## src/inc/mdrp_pkg.sv

```systemverilog
// constants and types for the motor driver reset/protect block
//Contract
//RULE_01: A low power-save input means standby mode and a high level means normal operation.
//RULE_02: Entering standby or undervoltage lockout clears every internal register to zero.
//RULE_03: All output drivers are forced off during standby, undervoltage lockout or thermal shutdown.
//RULE_04: Thermal shutdown and the per-channel soft-reset bit leave the internal registers unchanged.
//RULE_05: With its soft-reset bit set, a channel's driver is on and follows its channel enable pin.
//RULE_06: The host waits more than 100ns after power-save goes high before any serial activity.
//RULE_07: While standby or lockout lasts, registers stay zero and serial writes are ignored.
package mdrp_pkg;
	localparam int          CH_NUM        = 5;
	localparam int          REG_NUM       = 16;
	localparam int          ADDR_W        = 4;
	localparam int          DATA_W        = 8;
	localparam logic [3:0]  SOFT_RST_ADDR = 4'h9;
	localparam logic [7:0]  REG_RST_VAL   = 8'h00;
	localparam int          WAKE_NS       = 100;
	localparam int          CLK_PERIOD_NS = 8;
	// least time, rounded up to whole cycles
	localparam int          WAKE_CYC      = (WAKE_NS + CLK_PERIOD_NS - 1) / CLK_PERIOD_NS;
	localparam int          WAKE_CNT_W    = 4;
	localparam logic [3:0]  WAKE_CNT_MAX  = 4'(WAKE_CYC);

	typedef enum logic [1:0] {
		MDRP_ST_STANDBY,
		MDRP_ST_WAKE,
		MDRP_ST_RUN
	} mdrp_state_e;
endpackage

```

## src/inc/mdrp_reg_if.sv

```systemverilog
// carrier between the protect control and the register file
`timescale 1ns/100ps
interface mdrp_reg_if;
	import mdrp_pkg::*;
	logic                wr_en;
	logic [ADDR_W-1:0]   wr_addr;
	logic [DATA_W-1:0]   wr_data;
	logic                clr;
	logic [ADDR_W-1:0]   rd_addr;
	logic [DATA_W-1:0]   rd_data;
	logic [CH_NUM-1:0]   soft_rst;

	modport ctrl (
		output wr_en, wr_addr, wr_data, clr, rd_addr,
		input  rd_data, soft_rst
	);
	modport rf (
		input  wr_en, wr_addr, wr_data, clr, rd_addr,
		output rd_data, soft_rst
	);
endinterface

```

## src/logic/mdrp_regfile.sv

```systemverilog
// internal register file with level clear
`timescale 1ns/100ps
module mdrp_regfile
	import mdrp_pkg::*;
(
	// clock and reset
	input  wire logic clk_i,
	input  wire logic srst_i,
	// register access
	mdrp_reg_if.rf    rif
);
	logic [DATA_W-1:0] regs_r [REG_NUM];

	always_ff @(posedge clk_i) begin
		if (srst_i || rif.clr) begin
			for (int i = 0; i < REG_NUM; i++) begin
				regs_r[i] <= REG_RST_VAL; // RULE_02 RULE_07
			end
		end else if (rif.wr_en) begin
			regs_r[rif.wr_addr] <= rif.wr_data;
		end
	end

	always_ff @(posedge clk_i) begin
		if (srst_i) begin
			rif.rd_data <= REG_RST_VAL;
		end else begin
			rif.rd_data <= regs_r[rif.rd_addr];
		end
	end

	assign rif.soft_rst = regs_r[SOFT_RST_ADDR][CH_NUM-1:0];
endmodule

```

## src/logic/mdrp_top.sv

```systemverilog
// reset and protection control for the motor driver channels
`timescale 1ns/100ps
module mdrp_top
	import mdrp_pkg::*;
(
	// clock and reset
	input  wire logic              clk_i,
	input  wire logic              srst_i,
	// protection pins
	input  wire logic              power_save_input_i,
	input  wire logic              undervoltage_lockout_i,
	input  wire logic              thermal_shutdown_i,
	input  wire logic [CH_NUM-1:0] channel_enable_pin_i,
	// serial register writes
	input  wire logic              ser_wr_valid_i,
	input  wire logic [ADDR_W-1:0] ser_wr_addr_i,
	input  wire logic [DATA_W-1:0] ser_wr_data_i,
	output logic                   ser_wr_ready_o,
	// register readback
	input  wire logic [ADDR_W-1:0] rd_addr_i,
	output logic [DATA_W-1:0]      rd_data_o,
	// driver control
	input  wire logic [CH_NUM-1:0] drv_req_i,
	output logic [CH_NUM-1:0]      drv_on_o,
	output logic                   standby_o,
	output logic                   regs_clear_o
);
	localparam int SYNC_W = CH_NUM + 3;

	logic [SYNC_W-1:0] sync1_r;
	logic [SYNC_W-1:0] sync2_r;
	logic              ps_s;
	logic              lockout_s;
	logic              therm_s;
	logic [CH_NUM-1:0] en_s;
	logic              clr_lvl;
	logic              drv_kill;
	mdrp_state_e       state_r;
	mdrp_state_e       state_nxt;
	logic [WAKE_CNT_W-1:0] wake_cnt_r;
	logic [CH_NUM-1:0] drv_on_nxt;
	logic [4:0]        calm_cnt_r;

	mdrp_reg_if rif ();

	// two-stage pin synchronisers
	always_ff @(posedge clk_i) begin
		if (srst_i) begin
			sync1_r <= '0;
			sync2_r <= '0;
		end else begin
			sync1_r <= {power_save_input_i, undervoltage_lockout_i, thermal_shutdown_i, channel_enable_pin_i};
			sync2_r <= sync1_r;
		end
	end

	assign ps_s      = sync2_r[SYNC_W-1];
	assign lockout_s = sync2_r[SYNC_W-2];
	assign therm_s   = sync2_r[SYNC_W-3];
	assign en_s      = sync2_r[CH_NUM-1:0];

	// standby is a low level on power-save
	assign clr_lvl  = ~ps_s | lockout_s; // RULE_01 RULE_02
	assign drv_kill = clr_lvl | therm_s; // RULE_03

	// wake sequence after power-save release
	always_comb begin
		state_nxt = state_r;
		unique case (state_r)
			MDRP_ST_STANDBY: begin
				if (!clr_lvl) begin
					state_nxt = MDRP_ST_WAKE;
				end
			end
			MDRP_ST_WAKE: begin
				if (clr_lvl) begin
					state_nxt = MDRP_ST_STANDBY;
				end else if (wake_cnt_r == WAKE_CNT_MAX) begin
					state_nxt = MDRP_ST_RUN;
				end
			end
			MDRP_ST_RUN: begin
				if (clr_lvl) begin
					state_nxt = MDRP_ST_STANDBY;
				end
			end
		endcase
	end

	always_ff @(posedge clk_i) begin
		if (srst_i) begin
			state_r <= MDRP_ST_STANDBY;
		end else begin
			state_r <= state_nxt;
		end
	end

	always_ff @(posedge clk_i) begin
		if (srst_i || state_r != MDRP_ST_WAKE) begin
			wake_cnt_r <= '0;
		end else begin
			wake_cnt_r <= wake_cnt_r + 4'h1; // RULE_06
		end
	end

	// writes only once running; thermal shutdown does not block them
	assign ser_wr_ready_o = (state_r == MDRP_ST_RUN) && !clr_lvl; // RULE_06 RULE_07 RULE_04

	assign rif.wr_en   = ser_wr_valid_i && ser_wr_ready_o; // RULE_07
	assign rif.wr_addr = ser_wr_addr_i;
	assign rif.wr_data = ser_wr_data_i;
	assign rif.clr     = clr_lvl; // RULE_02 RULE_07
	assign rif.rd_addr = rd_addr_i;
	assign rd_data_o   = rif.rd_data;

	mdrp_regfile u_regfile (
		.clk_i  (clk_i),
		.srst_i (srst_i),
		.rif    (rif.rf)
	);

	// soft-reset hands the channel to its enable pin
	always_comb begin
		for (int c = 0; c < CH_NUM; c++) begin
			drv_on_nxt[c] = rif.soft_rst[c] ? en_s[c] : drv_req_i[c]; // RULE_05
		end
		if (drv_kill) begin
			drv_on_nxt = '0; // RULE_03
		end
	end

	always_ff @(posedge clk_i) begin
		if (srst_i) begin
			drv_on_o     <= '0;
			standby_o    <= 1'b1;
			regs_clear_o <= 1'b1;
		end else begin
			drv_on_o     <= drv_on_nxt;
			standby_o    <= ~ps_s; // RULE_01
			regs_clear_o <= clr_lvl;
		end
	end

	// cycles since the clear level dropped, saturating
	always_ff @(posedge clk_i) begin
		if (srst_i || clr_lvl) begin
			calm_cnt_r <= 5'h00;
		end else if (calm_cnt_r != 5'h1F) begin
			calm_cnt_r <= calm_cnt_r + 5'h01;
		end
	end
endmodule

```

## config.mk

```make
export PLATFORM = sky130hd
export DESIGN_NAME = mdrp_top
export DESIGN_NICKNAME = d
export VERILOG_FILES = /design/src/inc/mdrp_pkg.sv /design/src/inc/mdrp_reg_if.sv /design/src/logic/mdrp_regfile.sv /design/src/logic/mdrp_top.sv
export SDC_FILE = /design/constraint.sdc
export NUM_CORES = 1
export LEC_CHECK = 0
export ABC_AREA = 1
export CORE_MARGIN = 5
export CORE_UTILIZATION = 45
export CTS_BUF_LIST = sky130_fd_sc_hd__clkbuf_4 sky130_fd_sc_hd__clkbuf_8 sky130_fd_sc_hd__clkbuf_16
export DETAILED_ROUTE_END_ITERATION = 6
export DONT_BUFFER_PORTS = 1
export PLACE_DENSITY_LB_ADDON = 0.05
export SYNTH_ARGS = -nofsm -noshare
export SYNTH_HDL_FRONTEND = slang
export SYNTH_SLANG_ARGS = --single-unit
```

## constraint.sdc

```tcl
create_clock -name clk_i -period 1.79 [get_ports clk_i]
set_input_delay 0.358 -clock clk_i [delete_from_list [all_inputs] [get_ports clk_i]]
set_output_delay 0.358 -clock clk_i [all_outputs]
set_load 0.005 [all_outputs]
```

After elaboration in Yosys (flattened, before gate mapping):

Memory sizes are Yosys's and may differ from the RTL's. A register that Yosys moved wholly into a read port is not among the register bits.
Index checks and enable logic that the tools add are counted.

* memories: 1
* bits in writable memories: 128
* output and inout port bits: 16
* word-level logic and storage cells: 46
* bits in registers: 29
* input bits: 32

* eq/ne operators: 7
* add/sub/neg operators: 1
* reductions and logical operators: 9
* multiplexer cells: 18
* bitwise gates (word level): 3

Memory list
* u_regfile.regs_r: words 16, bits a word 8, read ports 2, clocked after memory_dff 1, write ports 16, line mdrp_regfile.sv:12 `logic [DATA_W-1:0] regs_r [REG_NUM];`

Operators with widths (count)
* $mux W1: 11
* $mux W2: 4
* $mux W8: 1
* $reduce_or A8 Y1: 1
* $pmux W2 S3: 1
* $add A4 B1 Y4 const B: 1
* $eq A4 B4 Y1 const B: 1
* $mux W4: 1
* $ne A2 B2 Y1 const B: 2
* $ne A3 B3 Y1 const B: 1
* $reduce_and A3 Y1: 1
* $eq A2 B1 Y1 const B: 1
* $eq A2 B2 Y1 const B: 1
* $logic_and A1 B1 Y1: 2
* $logic_not A2 Y1: 1
* $logic_or A1 B1 Y1: 2
* $ne A2 B1 Y1 const B: 1
* $or A1 B1 Y1: 2
* $reduce_or A2 Y1: 1
* $logic_not A1 Y1: 1
* $not A1 Y1: 1

Longest topological paths before layout:

* depth in word-level cells: 10
* gate-level depth with buffers: 9
* gate-level depth less buffers: 9

Cells and area by module:

From an unflattened synthesis, not the netlist that was laid out.

* cells, all modules: 822
* area, all modules: 7511.0 um^2

By module, submodules not included
* mdrp_regfile: area an instance 6487.5 um^2, cells an instance 706, instances 1
* mdrp_top: area an instance 1023.5 um^2, cells an instance 116, instances 1

Least setup slack after synthesis:

OpenSTA, ideal clock, no wires.

* kind: register to register
* from: reg state_r[0]
* to: mem u_regfile.regs_r[11][0], enable pin
* data arrival time: 1548 ps
* required time: 1461 ps
* stages on the path, launching flop included: 9
* clock period less this slack: 1877 ps
* library setup time: 329 ps
* setup slack: -87 ps
* buffers on the path: 0
* path through: dfxtp_1 -> inv_1 -> ha_1 -> inv_1 -> nor2_4 -> nand3_4 -> nor3_4 -> nand2_4 -> nand2_1

RTL lines
* from (decl): line mdrp_top.sv:38 `mdrp_state_e state_r;`
* from (signal assigned): line mdrp_top.sv:94 `state_r <= state_nxt;`
* to (decl): line mdrp_regfile.sv:12

==> impl_metrics.toml <==
[setup_path]
crit_chain = "inv_2 > ha_4 > inv_2 > nor2_4 > nand3_4 > nor3_4 > buf_12 > nand2_4 > nand2_8"
cp_slowest_cell = "dfxtp_2"
start_kind = "register"
ff2ff_path_depth = 9
crit_arrival_ns = 1.86
path_buf_inv = 3
cpMostUsedCell = "inv_2"
slowest_delay_ns = 0.33
cp-end-kind = "register"
path_depth = 9
cp_max_fo = 9
critPathTopFamily = "simple AND/OR/NAND/NOR gates"
critical_path_class = "reg2reg"
crit_required_ns = 1.93

[logic_synthesis]
synth_top_area_cell = "edfxtp_1"
syn_area_sq_um = 7430
synth_top_area_share_pct = 51.7
ys_top_cells_by_area = "edfxtp_1 52%, nand2_1 11%, dfxtp_1 10%"
yosysSeqAreaShare_pct = 61.7
synth_nets = 858
ys_warn_count = 0
syn_avg_cell_area_sq_um = 9.06
ys_ff_latch = 165
synthCells = 821
synth.distinct_cells = 22

[grt]
met1_usage_pct = 26.7
grt_pass1_wl_mm = 29.2
grt_busiest_layer = "met2"
use_met3_pct = 4.83
antenna_found_initial = 0
grt.overflow.total = 0
use_met2_pct = 33.4
grt_util_all_layers_pct = 20.2
grt_pass1_vias = 5254
grt_max_degree = 68

[layout]
multi_input_area_sq_um = 2470
final_common_cell = "nand2_1"
register_area_sq_um = 4590
final_cell_mix = "204 x nand2_1, 157 x nor2_1, 128 x edfxtp_1"
layout-drive-gt1-share_pct = 12.8
diodes = 0
syn2layout_area_growth_pct = 16.7
fin_util_pct = 52.9
fill_cells = 1520
nets = 871

[drt]
drt-wirelength-per-cell_um = 17.7
drc = 0
vias = 5382
dr.pass1.iters = 5
final_antenna_net_count = 0
drt-initial-drc-count = 443
routed_wl_mm = 18.9
viasPerCell = 5.04

[clocking]
cts_buffers = 17
root_buffer = "clkbuf_16"
h-tree-depth = 4
cts_setup_buffers = 0
clkTransAtPathRegs_ns = 0.07
clk_latency_ns = 0.43
clock_sink_count = 165
cts_tree = "done"
cts_buffer_depth = 2

[sta]
finalCritPeriodShare_pct = 96.0
setup_viol = 0
clock.fmax_ghz = 0.582
tightest_slew_ns = 0.893
slew_headroom_pct = 40.3
drv_slew = 0
rsz0062_at_grt = "no"
hold_violations = 0
tns_ns = 0
finClkSkew_ns = 0.0115
min_period_ns = 1.72

[flow_run]
cap_violations = 0

[place]
dpl.hpwl_mm = 12.4
io_buffers = 0
gp_congestion = 0.838

[min_path]
hold_class = "in2reg"
whs_path_depth = 1

[floorplanning]
die-width_um = 139
start_util_pct = 45.3
core_sq_um = 16400
core.rowCount = 47
ios = 48
dieHeight_um = 139
dieArea_sq_um = 19200

[status]
status = "finished, final reports clean"

[power_and_ir_drop]
powerDensity_nw_per_um2 = 974
cellLeakagePower_nw = 3.94
worst_ir_drop_vdd_v = 0.000652
==> path summary, 6_finish.rpt <==
| kind | end | slack, ns | from |
|---|---|---|---|
| min reg2reg | sync2_r[3] | 0.40 | sync1_r[3] |
| max reg2reg | u_regfile.regs_r[8][3] | 0.07 | state_r[0] |
| max | u_regfile.regs_r[8][3] | 0.07 | state_r[0] |
| min | u_regfile.rif.rd_data[3] | 0.01 | srst_i |
==> synthesized netlist by cell type, drive strengths merged <==
master    n
or2       2
nand3    84
nor2    159
ha        5
nand2   236
xnor2     1
nand4     1
clkbuf   24
edfxtp  128
inv     111
nor3      4
dfxtp    37
o21ai     1
buf      12
o211ai    1
a21oi    15
==> power by group <==
part / switching, W / total (W) / internal (W)
combinational: 0.000345 / 0.000496 / 0.000151
clock: 0.00156 / 0.00372 / 0.00216
sequential: 0.0000412 / 0.00424 / 0.00420
total: 0.00195 / 0.00845 / 0.00651
==> final cells by class <==
cell class / instances / area share (%)
inverter: 111 / 4.80
clock inverter: 10 / 1.24
clock buffer: 22 / 5.76
timing repair buffer: 30 / 3.68
tap: 220 / 3.17
multi-input combinational: 509 / 28.5
sequential: 165 / 52.9
==> state kept, by name (all words and copies together), names as in the netlist <==
signal,cells
regs_clear_o,1
state_r,2
wake_cnt_r,4
u_regfile.regs_r,128
drv_on_o,5
sync2_r,8
u_regfile.rif.rd_data,8
sync1_r,8
standby_o,1
==> metal layers <==
metal | routed length (um) | up-vias | share of wire, %
met5 | 0 | - | 0
met4 | 313 | 0 | 1.7
met3 | 1440 | 27 | 7.6
met2 | 9300 | 178 | 49
met1 | 7870 | 2563 | 42
li1 | - | 2614 | -
==> logic make-up (layout without fill, tap and decap cells) <==
group / count (synthesis) / in the layout / synth area share [%]
compound gates: 17 / 17 / 1.18
xor+xnor: 1 / 1 / 0.118
fa+ha+maj: 5 / 5 / 0.841
buf+inv: 147 / 173 / 7.56
flops: 165 / 165 / 61.7
simple gates: 486 / 486 / 28.6
==> timing repair <==
| item | CTS | global route |
|---|---|---|
| hold endpoints to repair | 21 | 0 |
| hold buffers | 1 | 0 |
| setup endpoints to repair | 0 | 105 |
| resized for setup | 0 | 6 |
==> through the flow <==
step                hold slack, ns  setup slack [ns]  std cells  total power [W]  instance area, sq um
floorplan                    0.379            0.0121        821          0.00466                  7580
detailed placement           0.400            0.0357       1034          0.00481                  8010
finish                      0.0128            0.0713       1067          0.00845                  8670
global route               0.00912           0.00407       1067          0.00876                  8670
global placement             0.393            0.0793       1034          0.00480                  8010
CTS                        0.00694            0.0216       1067          0.00850                  8630
Note: power is estimated with default switching activity, not from simulation.
